$ cat src/core/msc_pkg.sv
// constants and carrier types of the miscellaneous control register bank
package msc_pkg;
	// ----------------------------------------------------------------
	// register indices (byte address is four times the index)
	// ----------------------------------------------------------------
	localparam logic [7:0] IDX_RSVD_F0 = 8'hf0;
	localparam logic [7:0] IDX_RSVD_F1 = 8'hf1;
	localparam logic [7:0] IDX_CPU_MODE = 8'hf2;
	localparam logic [7:0] IDX_TAG_TYPE = 8'hf3;
	localparam logic [7:0] IDX_FILT_LO = 8'hf4;
	localparam logic [7:0] IDX_FILT_HI = 8'hf5;
	localparam logic [7:0] IDX_RSVD_F6 = 8'hf6;
	localparam logic [7:0] IDX_IRQ_MASK = 8'hf7;
	localparam logic [7:0] IDX_IRQ_STAT = 8'hf8;
	localparam logic [7:0] IDX_GIGA_DLY = 8'hf9;
	localparam logic [7:0] IDX_FAST_DLY = 8'hfa;
	localparam logic [7:0] IDX_EE_CMD = 8'hfb;
	localparam logic [7:0] IDX_EE_DATA = 8'hfc;
	localparam logic [7:0] IDX_SERDES_A = 8'hfd;
	localparam logic [7:0] IDX_SERDES_B = 8'hfe;
	localparam logic [7:0] IDX_PCS = 8'hff;
	// ----------------------------------------------------------------
	// reset values
	// ----------------------------------------------------------------
	localparam logic [4:0] RST_F0 = 5'h00;
	localparam logic [15:0] RST_F1 = 16'h001f;
	localparam logic [15:0] RST_CPU_MODE = 16'h0000;
	localparam logic [15:0] RST_TAG_TYPE = 16'h9126;
	localparam logic [15:0] RST_FILT = 16'h0000;
	localparam logic [8:0] RST_F6 = 9'h000;
	localparam logic [15:0] RST_IRQ_MASK = 16'h0002;
	localparam logic [7:0] RST_IRQ_STAT = 8'h02;
	localparam logic [15:0] RST_GIGA_DLY = 16'h1eba;
	localparam logic [15:0] RST_FAST_DLY = 16'h4100;
	localparam logic [15:0] RST_EE_CMD = 16'h0000;
	localparam logic [7:0] RST_EE_DATA = 8'h00;
	localparam logic [15:0] RST_SERDES = 16'hbe02;
	localparam logic [15:0] RST_PCS = 16'h3681;
	// ----------------------------------------------------------------
	// field positions
	// ----------------------------------------------------------------
	localparam int CPU_PORT_EN_BIT = 0;
	localparam int CPU_TAG_EN_BIT = 1;
	localparam int CPU_REV_MII_BIT = 2;
	localparam int CPU_CLK50_BIT = 3;
	localparam int MASK_POL_BIT = 15;
	localparam int ST_PHY_CMD = 0;
	localparam int ST_LINK = 1;
	localparam int ST_EE_DONE = 3;
	localparam int ST_PAGE0 = 4;
	localparam int ST_MODE0 = 6;
	localparam int EE_WRITE_BIT = 14;
	localparam int EE_DONE_BIT = 13;
	localparam int EE_GO_BIT = 15;
	localparam int PCS_SD_POL_BIT = 8;
	localparam logic [7:0] STAT_VALID = 8'hfb;
	localparam logic [7:0] PCS_COMBO = 8'h81;
	localparam logic [7:0] PCS_COPPER = 8'h01;
	// ----------------------------------------------------------------
	// clock output divider: 200 MHz core clock
	// ----------------------------------------------------------------
	localparam int CLK_MHZ = 200;
	localparam int CLKO_SLOW_MHZ = 25;
	localparam int CLKO_FAST_MHZ = 50;
	localparam int SLOW_HALF = CLK_MHZ / CLKO_SLOW_MHZ / 2;
	localparam int FAST_HALF = CLK_MHZ / CLKO_FAST_MHZ / 2;

	typedef struct packed {
		logic [1:0] rx_dly;
		logic rx_inv;
		logic [1:0] tx_dly;
		logic tx_inv;
		logic mii_sel;
		logic [1:0] pcs_rx_dly;
		logic pcs_rx_inv;
	} msc_giga_s;

	typedef struct packed {
		logic cpu_port_en;
		logic special_tag_en;
		logic [15:0] tag_type;
		logic rev_mii;
		logic combo_auto;
		logic copper_only;
		logic [1:0] giga_drive;
		logic [15:0] fast_dly;
		logic [15:0] serdes_a;
		logic [15:0] serdes_b;
		msc_giga_s giga_one;
		msc_giga_s giga_two;
	} msc_cfg_s;

	typedef struct packed {
		logic req;
		logic write;
		logic [2:0] dev_addr;
		logic [7:0] byte_addr;
		logic [7:0] wdata;
	} msc_ee_req_s;

	typedef enum logic {EE_IDLE, EE_BUSY} msc_ee_state_e;
endpackage

$ cat src/core/msc_regs.sv
// miscellaneous control register bank with avalon-mm slave and eeprom command
`timescale 1ns/1ps
//
// Functional notes
// port 26 is cpu port when bit0 set
// special tag enable inserts source port tag
// tag type register, reset 9126
// bit2 selects mii or reverse mii
// bit3 selects 25 or 50 mhz out
// ports 0-15 filter, gated by global enable
// ports 16-26 filter, same global enable
// mask bit one suppresses event
// mask bit15 sets interrupt pin polarity
// interrupt held until status register read
// phy, link, eeprom done set status bits
// fiber next page sets bits 4/5
// copper/fiber mode change sets bits 6/7
// rgmii rx/tx clock delay codes
// rgmii clock reverse bits
// bits 14/15 pick rgmii or mii
// single byte eeprom read or write
// go bit starts, clears; done bit set
// write data from, read data into register
// software keeps serdes registers at be02
// pcs low byte picks combo or copper
// signal detect polarity, pcs clock delays
// event set wins over read clear
// interrupt is or of unmasked bits
module msc_regs
	import msc_pkg::*;
(
	input wire logic clk,
	input wire logic sys_rst,
	input wire logic [9:0] avs_address,
	input wire logic avs_read,
	input wire logic avs_write,
	input wire logic [31:0] avs_writedata,
	input wire logic [3:0] avs_byteenable,
	output logic [31:0] avs_readdata,
	output logic avs_waitrequest,
	input wire logic l4_filter_global_en,
	input wire logic ev_phy_cmd_done,
	input wire logic ev_link_change,
	input wire logic [1:0] ev_fiber_page,
	input wire logic [1:0] ev_mode_change,
	input wire logic [1:0] fiber_signal_detect,
	input wire logic ee_done,
	input wire logic [7:0] ee_rdata,
	output msc_ee_req_s ee_req,
	output msc_cfg_s cfg,
	output logic [26:0] l4_filter_en,
	output logic [1:0] fiber_sd_active,
	output logic clk_out,
	output logic irq_pin
);
	// ----------------------------------------------------------------
	// storage
	// ----------------------------------------------------------------
	logic [4:0] rsvd_f0_ff;
	logic [15:0] rsvd_f1_ff;
	logic [15:0] cpu_port_mode_ff;
	logic [15:0] cpu_tag_type_ff;
	logic [15:0] filt_lo_ff;
	logic [15:0] filt_hi_ff;
	logic [8:0] rsvd_f6_ff;
	logic [15:0] irq_mask_ff;
	logic [7:0] irq_stat_ff;
	logic [15:0] giga_dly_ff;
	logic [15:0] fast_dly_ff;
	logic [15:0] ee_cmd_ff;
	logic [7:0] ee_data_ff;
	logic [15:0] serdes_a_ff;
	logic [15:0] serdes_b_ff;
	logic [15:0] pcs_ff;
	logic wait_ff;
	logic [31:0] rdata_ff;
	logic [26:0] filt_en_ff;
	logic irq_ff;
	logic [2:0] div_ff;
	logic clk_out_ff;
	logic [1:0] sd_meta_ff;
	logic [1:0] sd_sync_ff;
	logic [1:0] sd_act_ff;
	msc_ee_state_e ee_state_ff;
	logic combo_ff;
	logic copper_ff;

	// ----------------------------------------------------------------
	// bus decode
	// ----------------------------------------------------------------
	// one wait cycle on every access; the read data is latched in that
	// cycle so it stands at the completing edge
	wire [7:0] idx = avs_address[9:2];
	wire req_any = avs_read | avs_write;
	wire accept = req_any & ~wait_ff;
	wire wr_acc = avs_write & ~wait_ff;
	wire rd_acc = avs_read & ~wait_ff;
	wire [1:0] be = avs_byteenable[1:0];
	wire [15:0] wd = avs_writedata[15:0];

	function automatic logic [15:0] merge(input logic [15:0] old, input logic [15:0] d,
		input logic [1:0] b);
		merge = {b[1] ? d[15:8] : old[15:8], b[0] ? d[7:0] : old[7:0]};
	endfunction

	wire wr_f0 = wr_acc & (idx == IDX_RSVD_F0);
	wire wr_f1 = wr_acc & (idx == IDX_RSVD_F1);
	wire wr_cpu = wr_acc & (idx == IDX_CPU_MODE);
	wire wr_tag = wr_acc & (idx == IDX_TAG_TYPE);
	wire wr_flo = wr_acc & (idx == IDX_FILT_LO);
	wire wr_fhi = wr_acc & (idx == IDX_FILT_HI);
	wire wr_f6 = wr_acc & (idx == IDX_RSVD_F6);
	wire wr_mask = wr_acc & (idx == IDX_IRQ_MASK);
	wire wr_stat = wr_acc & (idx == IDX_IRQ_STAT);
	wire wr_gdly = wr_acc & (idx == IDX_GIGA_DLY);
	wire wr_fdly = wr_acc & (idx == IDX_FAST_DLY);
	wire wr_ecmd = wr_acc & (idx == IDX_EE_CMD);
	wire wr_edat = wr_acc & (idx == IDX_EE_DATA);
	wire wr_sda = wr_acc & (idx == IDX_SERDES_A);
	wire wr_sdb = wr_acc & (idx == IDX_SERDES_B);
	wire wr_pcs = wr_acc & (idx == IDX_PCS);
	wire rd_stat = rd_acc & (idx == IDX_IRQ_STAT);
	wire rd_f0 = rd_acc & (idx == IDX_RSVD_F0);

	// ----------------------------------------------------------------
	// read mux
	// ----------------------------------------------------------------
	// mask register is write only and reads as zero
	logic [15:0] rmux;
	always_comb begin
		rmux = 16'h0000;
		unique case (idx)
			IDX_RSVD_F0: rmux = {11'h000, rsvd_f0_ff};
			IDX_RSVD_F1: rmux = rsvd_f1_ff;
			IDX_CPU_MODE: rmux = cpu_port_mode_ff;
			IDX_TAG_TYPE: rmux = cpu_tag_type_ff;
			IDX_FILT_LO: rmux = filt_lo_ff;
			IDX_FILT_HI: rmux = filt_hi_ff;
			IDX_RSVD_F6: rmux = {7'h00, rsvd_f6_ff};
			IDX_IRQ_STAT: rmux = {8'h00, irq_stat_ff};
			IDX_GIGA_DLY: rmux = giga_dly_ff;
			IDX_FAST_DLY: rmux = fast_dly_ff;
			IDX_EE_CMD: rmux = ee_cmd_ff;
			IDX_EE_DATA: rmux = {8'h00, ee_data_ff};
			IDX_SERDES_A: rmux = serdes_a_ff;
			IDX_SERDES_B: rmux = serdes_b_ff;
			IDX_PCS: rmux = pcs_ff;
			default: rmux = 16'h0000;
		endcase
	end

	wire [31:0] nxt_rdata = (avs_read & wait_ff) ? {16'h0000, rmux} : rdata_ff;
	wire nxt_wait = ~(req_any & wait_ff);

	always_ff @(posedge clk) begin
		if (sys_rst) begin
			wait_ff <= 1'b1;
			rdata_ff <= 32'h00000000;
		end else begin
			wait_ff <= nxt_wait;
			rdata_ff <= nxt_rdata;
		end
	end

	// ----------------------------------------------------------------
	// plain registers: read/write, except the mask register which is write only
	// ----------------------------------------------------------------
	always_ff @(posedge clk) begin
		if (sys_rst) begin
			rsvd_f1_ff <= RST_F1;
			cpu_port_mode_ff <= RST_CPU_MODE;
			cpu_tag_type_ff <= RST_TAG_TYPE;
			filt_lo_ff <= RST_FILT;
			filt_hi_ff <= RST_FILT;
			rsvd_f6_ff <= RST_F6;
			irq_mask_ff <= RST_IRQ_MASK;
			giga_dly_ff <= RST_GIGA_DLY;
			fast_dly_ff <= RST_FAST_DLY;
			serdes_a_ff <= RST_SERDES;
			serdes_b_ff <= RST_SERDES;
			pcs_ff <= RST_PCS;
		end else begin
			if (wr_f1) rsvd_f1_ff <= merge(rsvd_f1_ff, wd, be);
			if (wr_cpu) cpu_port_mode_ff <= merge(cpu_port_mode_ff, wd, be);
			if (wr_tag) cpu_tag_type_ff <= merge(cpu_tag_type_ff, wd, be);
			if (wr_flo) filt_lo_ff <= merge(filt_lo_ff, wd, be);
			if (wr_fhi) filt_hi_ff <= merge(filt_hi_ff, wd, be);
			if (wr_f6) rsvd_f6_ff <= 9'(merge({7'h00, rsvd_f6_ff}, wd, be));
			if (wr_mask) irq_mask_ff <= merge(irq_mask_ff, wd, be);
			if (wr_gdly) giga_dly_ff <= merge(giga_dly_ff, wd, be);
			if (wr_fdly) fast_dly_ff <= merge(fast_dly_ff, wd, be);
			if (wr_sda) serdes_a_ff <= merge(serdes_a_ff, wd, be);
			if (wr_sdb) serdes_b_ff <= merge(serdes_b_ff, wd, be);
			if (wr_pcs) pcs_ff <= merge(pcs_ff, wd, be);
		end
	end

	// self clearing reserved register: cleared by the read that returns it
	wire [4:0] nxt_rsvd_f0 = wr_f0 ? 5'(merge({11'h000, rsvd_f0_ff}, wd, be)) :
		(rd_f0 ? 5'h00 : rsvd_f0_ff);

	always_ff @(posedge clk) begin
		if (sys_rst) rsvd_f0_ff <= RST_F0;
		else rsvd_f0_ff <= nxt_rsvd_f0;
	end

	// ----------------------------------------------------------------
	// eeprom command engine
	// ----------------------------------------------------------------
	// a command written while one is running is dropped: the engine
	// reads address and direction live from the command register, so rewriting would be unsafe
	wire ee_start = wr_ecmd & be[1] & wd[EE_GO_BIT] & (ee_state_ff == EE_IDLE);
	wire ee_finish = (ee_state_ff == EE_BUSY) & ee_done;
	wire ee_cmd_rw = wr_ecmd & (ee_state_ff == EE_IDLE);
	// data byte frozen while busy too: the request shows it to the engine
	wire ee_data_wr = wr_edat & be[0] & (ee_state_ff == EE_IDLE);

	msc_ee_state_e nxt_ee_state;
	logic [15:0] nxt_ee_cmd;
	logic [7:0] nxt_ee_data;
	always_comb begin
		nxt_ee_state = ee_state_ff;
		nxt_ee_cmd = ee_cmd_ff;
		nxt_ee_data = ee_data_wr ? wd[7:0] : ee_data_ff;
		unique case (ee_state_ff)
			EE_IDLE: begin
				if (ee_cmd_rw) begin
					nxt_ee_cmd = merge(ee_cmd_ff, wd, be);
					nxt_ee_cmd[EE_DONE_BIT] = 1'b0;
				end
				if (ee_start) nxt_ee_state = EE_BUSY;
			end
			EE_BUSY: begin
				if (ee_finish) begin
					nxt_ee_state = EE_IDLE;
					nxt_ee_cmd[EE_GO_BIT] = 1'b0;
					nxt_ee_cmd[EE_DONE_BIT] = 1'b1;
					if (!ee_cmd_ff[EE_WRITE_BIT]) nxt_ee_data = ee_rdata;
				end
			end
		endcase
	end

	always_ff @(posedge clk) begin
		if (sys_rst) begin
			ee_state_ff <= EE_IDLE;
			ee_cmd_ff <= RST_EE_CMD;
			ee_data_ff <= RST_EE_DATA;
		end else begin
			ee_state_ff <= nxt_ee_state;
			ee_cmd_ff <= nxt_ee_cmd;
			ee_data_ff <= nxt_ee_data;
		end
	end

	// request is a level held from start until the engine reports done
	assign ee_req.req = ee_state_ff == EE_BUSY;
	assign ee_req.write = ee_cmd_ff[EE_WRITE_BIT];
	assign ee_req.dev_addr = ee_cmd_ff[10:8];
	assign ee_req.byte_addr = ee_cmd_ff[7:0];
	assign ee_req.wdata = ee_data_ff;

	// ----------------------------------------------------------------
	// event status and interrupt
	// ----------------------------------------------------------------
	logic [7:0] ev_set;
	always_comb begin
		ev_set = 8'h00;
		ev_set[ST_PHY_CMD] = ev_phy_cmd_done;
		ev_set[ST_LINK] = ev_link_change;
		ev_set[ST_EE_DONE] = ee_finish;
		ev_set[ST_PAGE0 +: 2] = ev_fiber_page;
		ev_set[ST_MODE0 +: 2] = ev_mode_change;
	end

	// a status write on lane 0 replaces the whole status byte; new events still set bits
	wire [7:0] stat_keep = rd_stat ? 8'h00 : irq_stat_ff;
	wire [7:0] stat_wr = (wr_stat & be[0]) ? wd[7:0] : stat_keep;
	wire [7:0] nxt_irq_stat = (stat_wr | ev_set) & STAT_VALID;
	wire irq_any = |(irq_stat_ff & ~irq_mask_ff[7:0] & STAT_VALID);
	// level follows status, so it holds until the status read clears it
	wire nxt_irq = irq_mask_ff[MASK_POL_BIT] ? irq_any : ~irq_any;

	always_ff @(posedge clk) begin
		if (sys_rst) begin
			irq_stat_ff <= RST_IRQ_STAT;
			irq_ff <= 1'b1;
		end else begin
			irq_stat_ff <= nxt_irq_stat;
			irq_ff <= nxt_irq;
		end
	end

	// ----------------------------------------------------------------
	// filter enables, clock output, signal detect
	// ----------------------------------------------------------------
	wire [26:0] nxt_filt_en = l4_filter_global_en ?
		{filt_hi_ff[10:0], filt_lo_ff} : 27'h0000000;

	// divider counts half periods; a rate switch applies at once, wrapping on the next edge if the count is past the new limit
	wire [2:0] half_cnt = cpu_port_mode_ff[CPU_CLK50_BIT] ?
		3'(FAST_HALF - 1) : 3'(SLOW_HALF - 1);
	wire div_wrap = div_ff >= half_cnt;
	wire [2:0] nxt_div = div_wrap ? 3'h0 : div_ff + 3'h1;
	wire nxt_clk_out = div_wrap ? ~clk_out_ff : clk_out_ff;

	wire [1:0] nxt_sd_act = pcs_ff[PCS_SD_POL_BIT] ? sd_sync_ff : ~sd_sync_ff;

	always_ff @(posedge clk) begin
		if (sys_rst) begin
			filt_en_ff <= 27'h0000000;
			div_ff <= 3'h0;
			clk_out_ff <= 1'b0;
			sd_meta_ff <= 2'h0;
			sd_sync_ff <= 2'h0;
			sd_act_ff <= 2'h0;
		end else begin
			filt_en_ff <= nxt_filt_en;
			div_ff <= nxt_div;
			clk_out_ff <= nxt_clk_out;
			sd_meta_ff <= fiber_signal_detect;
			sd_sync_ff <= sd_meta_ff;
			sd_act_ff <= nxt_sd_act;
		end
	end

	// ----------------------------------------------------------------
	// pcs mode decode
	// ----------------------------------------------------------------
	// decoded from the next value so the registered flags move with the
	// register itself, with no extra cycle of lag
	wire [15:0] nxt_pcs = wr_pcs ? merge(pcs_ff, wd, be) : pcs_ff;
	wire nxt_combo = nxt_pcs[7:0] == PCS_COMBO;
	wire nxt_copper = nxt_pcs[7:0] == PCS_COPPER;

	always_ff @(posedge clk) begin
		if (sys_rst) begin
			combo_ff <= RST_PCS[7:0] == PCS_COMBO;
			copper_ff <= RST_PCS[7:0] == PCS_COPPER;
		end else begin
			combo_ff <= nxt_combo;
			copper_ff <= nxt_copper;
		end
	end

	// ----------------------------------------------------------------
	// outputs
	// ----------------------------------------------------------------
	assign avs_waitrequest = wait_ff;
	assign avs_readdata = rdata_ff;
	assign l4_filter_en = filt_en_ff;
	assign clk_out = clk_out_ff;
	assign irq_pin = irq_ff;
	assign fiber_sd_active = sd_act_ff;

	assign cfg.cpu_port_en = cpu_port_mode_ff[CPU_PORT_EN_BIT];
	assign cfg.special_tag_en = cpu_port_mode_ff[CPU_TAG_EN_BIT];
	assign cfg.tag_type = cpu_tag_type_ff;
	assign cfg.rev_mii = cpu_port_mode_ff[CPU_REV_MII_BIT];
	assign cfg.combo_auto = combo_ff;
	assign cfg.copper_only = copper_ff;
	assign cfg.giga_drive = giga_dly_ff[13:12];
	assign cfg.fast_dly = fast_dly_ff;
	assign cfg.serdes_a = serdes_a_ff;
	assign cfg.serdes_b = serdes_b_ff;
	assign cfg.giga_one.rx_dly = giga_dly_ff[1:0];
	assign cfg.giga_one.rx_inv = giga_dly_ff[2];
	assign cfg.giga_one.tx_dly = giga_dly_ff[4:3];
	assign cfg.giga_one.tx_inv = giga_dly_ff[5];
	assign cfg.giga_one.mii_sel = giga_dly_ff[14];
	assign cfg.giga_one.pcs_rx_dly = pcs_ff[10:9];
	assign cfg.giga_one.pcs_rx_inv = pcs_ff[11];
	assign cfg.giga_two.rx_dly = giga_dly_ff[7:6];
	assign cfg.giga_two.rx_inv = giga_dly_ff[8];
	assign cfg.giga_two.tx_dly = giga_dly_ff[10:9];
	assign cfg.giga_two.tx_inv = giga_dly_ff[11];
	assign cfg.giga_two.mii_sel = giga_dly_ff[15];
	assign cfg.giga_two.pcs_rx_dly = pcs_ff[13:12];
	assign cfg.giga_two.pcs_rx_inv = pcs_ff[14];
endmodule // msc_regs

$ cat config.mk
export PLATFORM = sky130hd
export DESIGN_NAME = msc_regs
export DESIGN_NICKNAME = d
export VERILOG_FILES = /design/src/core/msc_pkg.sv /design/src/core/msc_regs.sv
export SDC_FILE = /design/constraint.sdc
export NUM_CORES = 1
export LEC_CHECK = 0
export BUFFER_PORTS_ARGS = -buffer_cell sky130_fd_sc_hd__buf_2
export CAP_MARGIN = 25
export CORE_MARGIN = 3
export CORE_UTILIZATION = 45
export CTS_BUF_LIST = sky130_fd_sc_hd__clkbuf_16
export DETAILED_ROUTE_END_ITERATION = 10
export HOLD_SLACK_MARGIN = 0.15
export PLACE_DENSITY = 0.7
export SYNTH_ARGS = -nofsm -noshare
export SYNTH_HDL_FRONTEND = slang
export SYNTH_SLANG_ARGS = --single-unit
$ cat constraint.sdc
create_clock -name clk -period 1.8 [get_ports clk]
set_input_delay 0 -clock clk [delete_from_list [all_inputs] [get_ports clk]]
set_output_delay 0 -clock clk [all_outputs]
set_load 0.02 [all_outputs]
==> results.tsv, run 1 <==
metric	value	unit
status	finished, final reports clean	
Post-DP Area	13600	um2
die height	169	um
Total GRT Usage	29.8	%
register area share after synthesis	45.6	%
Area growth syn-to-layout	27.5	%
Slew Limit Fails	0	
post-layout instance area	15200	um2
DP Cell Count	1820	
Largest register FFs	27	
Setup-failing EPs final	0	
Primary FF master, synth	dfxtp_1	
Core Rows	58	
max-cap viol count	0	
GPL Wtd Cong	0.965	
Final Hold Viols	0	
CTS Sinks	271	
number of nets with antenna violations after routing	0	
Fmax	563	MHz
DRT Pass-1 Iters	5	
final WL	44.2	mm
clock skew	0.00910	ns
Layout Nets	1640	
die width	169	um
post-layout minimum cycle time	1.78	ns
pin count of the biggest net entering global routing	132	
clk root buf	clkbuf_16	
relative slew slack	59.5	%
Netlist cell types	67	
nature of the critical path startpoint	flop	
clk buf depth	3	
Yosys Warn Count	0	
RSZ-0062 raised after global routing	true	
Worst VDD drop	840	uV
synth cell count leaders	dfxtp_1 (271), mux2i_1 (155), nor2_1 (152)	
CP Capture Type	flop	
first-pass GRT wire length	66.0	mm
dpl ws	-0.0921	ns
asr flop ratio synth	0	%
CP required	2.22	ns
PwrDens	850	nW/um2
Min-Delay Path Class	in2reg	
post-DR vias/cell	5.80	
final worst path period share	98.7	%
WL/cell	23.0	um
vias in the first global route	10600	
#FFs+latches synth	271	
Synth area leaders	dfxtp_1 (46%), mux2i_1 (13%), nor2_1 (4.8%)	
DRC	0	
CP Capture Point	ee_cmd_ff[8]$_SDFFE_PP0P_	
CTS tree	built	
I/O pin cnt	244	
most common cell in the netlist	dfxtp_1	
share of cells above drive strength 1	26.3	%
critical path type	reg2reg	
DRT iter0 DRCs	1240	
initial antenna violation count	0	
Worst-Margin Slew	0.608	ns
H-Tree Depth	1	
Worst EP arrival	2.19	ns
R2R cell count	8	
R2R setup slack	0.02	ns
core area	25500	um2
Synth top area share	45.6	%
Crit Reg-Reg Startpoint	avs_waitrequest$_SDFF_PP1_	
clock slew at reported path FFs	0.07	ns
leakage power	6.07	nW
cts bufs inserted	28	
Synth area leader	dfxtp_1	
Post-synth EDFFs	0	
worst r2r dst	ee_cmd_ff[8]$_SDFFE_PP0P_	
Worst Hold Launch	avs_address[6]	
Synth Instances	1306	
post-DP HPWL	31.4	mm
Non-Filler Instances	1921	
Post-Syn Area	11900	um2
DR vias	11100	
die area	28400	um2
initial core utilization	46.6	%
grt ovf	0	
Syn Area/Cell	9.11	um2
IO buf count	207	
worst setup path startpoint	avs_waitrequest$_SDFF_PP1_	
fin util	59.4	%
final worst setup slack	0.0237	ns
# diodes	0	
Skew-Pair Late Insertion Delay	0.55	ns
CP max FO	7	
per-layer routing:
metal,up-vias,part of all wire (%),track usage [%]
li1,5091,-,-
met1,5359,44,44.5
met4,0,2.7,7.51
met3,89,9.7,4.55
met5,-,0,0
met2,609,43,45.4
power by group:
part / switching (mW) / internal, mW / leakage (nW) / total [mW]
Sequential: 0.0232 / 6.03 / 2.19 / 6.05
Combinational: 0.603 / 0.327 / 3.42 / 0.930
Clock: 2.46 / 3.46 / 0.467 / 5.92
Total: 3.09 / 9.81 / 6.07 / 12.9
worst max-delay path, stage by stage (launching register included):
cell and delay (ns):
dfxtp_4 0.36, buf_6 0.11, nand4b_1 0.20, nor4_4 0.36, buf_4 0.20, nand2_4 0.05, buf_12 0.14, mux2i_1 0.15
nor2_1 0.06
cells in the final DEF, fill, tap and decap left out, drive strengths merged, types with 16 or more instances in the layout:
master / n
dlygate4sd3: 47
o21ai: 61
buf: 311
inv: 17
mux2: 16
nor2: 172
a22oi: 32
dfxtp: 271
conb: 16
nor3: 19
nand2: 129
mux2i: 155
and2: 33
a21oi: 66
clkbuf: 31
nand3: 20
cell type report:
class / instances / area (um2)
Fill cell: 2293 / 10400
Multi-Input combinational cell: 897 / 5830
Sequential cell: 271 / 5430
Timing Repair Buffer: 360 / 2530
Clock buffer: 29 / 726
Tap cell: 330 / 413
Clock inverter: 22 / 198
Inverter: 12 / 45.0
how the worst min path moves through the flow:
stage,endpoint,slack [ns],depth (start not counted)
after CTS,cpu_port_mode_ff[1]$_SDFFE_PP0P_,-0.1,3
after global routing,irq_stat_ff[5]$_SDFF_PP0_,0.22,4
after floorplan,irq_stat_ff[1]$_SDFF_PP1_,0.09,2
final,avs_readdata[9]$_SDFFE_PP0P_,0.19,5
after detailed placement,irq_stat_ff[1]$_SDFF_PP1_,0.19,3
after global placement,irq_stat_ff[1]$_SDFF_PP1_,0.19,3
repair_timing:
action	CTS	global route
endpoints found under the setup margin	10	87
hold buffers	46	1
cloned	0	0
resized for setup	3	25
setup buffers	0	3
pin swaps	0	7
hold endpoints to repair	267	14
kinds of logic after synthesis:
family	after synthesis	synth area share (%)
simple gates	432	17.0
buf+inv	153	6.55
mux	175	15.3
other cells	1	0.0315
xor+xnor	3	0.221
fa+ha+maj	2	0.210
compound gates	269	15.1
flops	271	45.6
stage by stage:
step           setup TNS (ns)  hold slack [ns]  power [mW]
2_1_floorplan               0           0.0916        6.65
3_3_place_gp            -1.17            0.193        6.99
3_5_place_dp            -1.50            0.195        6.99
4_1_cts                     0          -0.0965        12.9
5_1_grt                -0.120            0.220        13.2
6_report                    0            0.195        12.9
Note: power is estimated with default switching activity, not from simulation.
==> run 2: changes to the inputs <==
CTS_BUF_LIST = unset   (was sky130_fd_sc_hd__clkbuf_16)
==> results.tsv, run 2 (same netlist as run 1, synthesis figures left out) <==
metric	value	unit
Pwr Total	13.3	mW
first-pass GRT wire length	65.9	mm
clk buf depth	3	
FILL cells	2276	
Reg area	5430	um2
leakage power	6.08	nW
max-cap viol count	0	
Slew Limit Fails	0	
Crit Reg-Reg Startpoint	avs_waitrequest$_SDFF_PP1_	
most frequent cells in the layout	dfxtp_1 (270), buf_2 (204), mux2i_1 (155)	
Final Hold Viols	0	
Setup-failing EPs final	0	
CTS tree	built	
DR vias	11100	
nature of the critical path startpoint	flop	
relative slew slack	58.7	%
hold_ws	0.198	ns
CP Cell Sequence	buf_6 -> nand4b_1 -> nor4_4 -> buf_4 -> nand2_4 -> buf_12 -> mux2i_1 -> nor2_1	
cts bufs inserted	28	
share of cells above drive strength 1	26.7	%
footprint of the multi-input gates	5820	um2
post-layout minimum cycle time	1.79	ns
post-DR vias/cell	5.81	
die width	169	um
IO buf count	207	
Core Rows	58	
Largest stage delay, worst path	0.36	ns
RSZ-0062 raised after global routing	true	
Slowest-stage cell, CP	dfxtp_4	
status	finished, final reports clean	
DP Cell Count	1820	
final worst path period share	99.2	%
# diodes	0	
Layout Nets	1639	
post-DP HPWL	31.4	mm
dpl ws	-0.0921	ns
final worst setup slack	0.0143	ns
die area	28400	um2
H-Tree Depth	1	
final WL	44.2	mm
fin util	59.6	%
Worst VDD drop	850	uV
Skew-Pair Late Insertion Delay	0.55	ns
clock skew	0.0110	ns
R2R setup slack	0.01	ns
Non-Filler Instances	1920	
critical path type	reg2reg	
initial antenna violation count	0	
clock slew at reported path FFs	0.07	ns
Total GRT Usage	29.8	%
worst setup path startpoint	avs_waitrequest$_SDFF_PP1_	
CP Capture Type	flop	
I/O pin cnt	244	
WL/cell	23.0	um
WHS Path Cells	5	
Min-Delay Path Class	in2reg	
GPL Wtd Cong	0.965	
core area	25500	um2
DRC	0	
R2R cell count	8	
CP Capture Point	ee_cmd_ff[8]$_SDFFE_PP0P_	
die height	169	um
grt ovf	0	
Largest register FFs	27	
worst r2r dst	ee_cmd_ff[8]$_SDFFE_PP0P_	
Worst EP arrival	2.20	ns
DRT iter0 DRCs	1160	
commonest non-fill, non-tap cell in the layout	dfxtp_1	
number of nets with antenna violations after routing	0	
initial core utilization	46.6	%
vias in the first global route	10600	
clk root buf	clkbuf_16	
pin count of the biggest net entering global routing	132	
CP max FO	7	
Worst-Margin Slew	0.620	ns
DRT Pass-1 Iters	6	
Area growth syn-to-layout	28.0	%
CTS Sinks	271	
CP required	2.22	ns
PwrDens	873	nW/um2
Fmax	560	MHz
==> run 2: final cells by class <==
class / instances / area share, %
Tap cell: 330 / 2.71
Clock buffer: 43 / 5.64
Inverter: 12 / 0.296
Timing Repair Buffer: 359 / 16.5
Multi-Input combinational cell: 897 / 38.3
Sequential cell: 271 / 35.7
Clock inverter: 8 / 0.953
==> run 2: what timing repair did <==
item	CTS	global route
hold endpoints to repair	267	0
hold buffers	47	0
endpoints found under the setup margin	9	101
buffers inserted	0	2
gates resized for setup	2	24
pin swaps	0	4
==> run 2: worst min path at each step <==
stage                    from                            to  slack [ns]
2_1_floorplan  ev_link_change     irq_stat_ff[1]$_SDFF_PP1_        0.09
6_report       avs_address[6]  avs_readdata[9]$_SDFFE_PP0P_        0.20
3_5_place_dp   ev_link_change     irq_stat_ff[1]$_SDFF_PP1_        0.19
3_3_place_gp   ev_link_change     irq_stat_ff[1]$_SDFF_PP1_        0.19
5_1_grt        avs_address[6]  avs_readdata[9]$_SDFFE_PP0P_        0.23
4_1_cts        avs_address[6]  avs_readdata[9]$_SDFFE_PP0P_        0.16
==> run 2: power by group <==
group	total (mW)	switching (mW)	leakage [nW]	internal [mW]
registers	6.05	0.0235	2.19	6.03
clock network	6.31	2.47	0.487	3.84
logic	0.930	0.604	3.41	0.326
total	13.3	3.10	6.08	10.2
==> run 2: critical path, delay by kind of cell, from the launching register on <==
kind                   cells  cell delay (ns)
flip-flops                 1             0.36
multiplexers               1             0.15
buffers and inverters      3             0.45
AND/OR/NAND/NOR            4             0.67
==> run 2: routing by layer <==
| layer | part of all wire, % | GRT usage (%) |
|---|---|---|
| met5 | 0 | 0 |
| met3 | 9.7 | 4.76 |
| met1 | 44 | 44.4 |
| met2 | 44 | 45.3 |
| met4 | 2.4 | 7.47 |
==> run 2: per-stage QoR <==
stage	cell area, um2	setup TNS (ns)
6_report	15200	0
5_1_grt	15200	-0.120
4_1_cts	15100	0
3_5_place_dp	13600	-1.50
3_3_place_gp	13600	-1.17
2_1_floorplan	12000	0
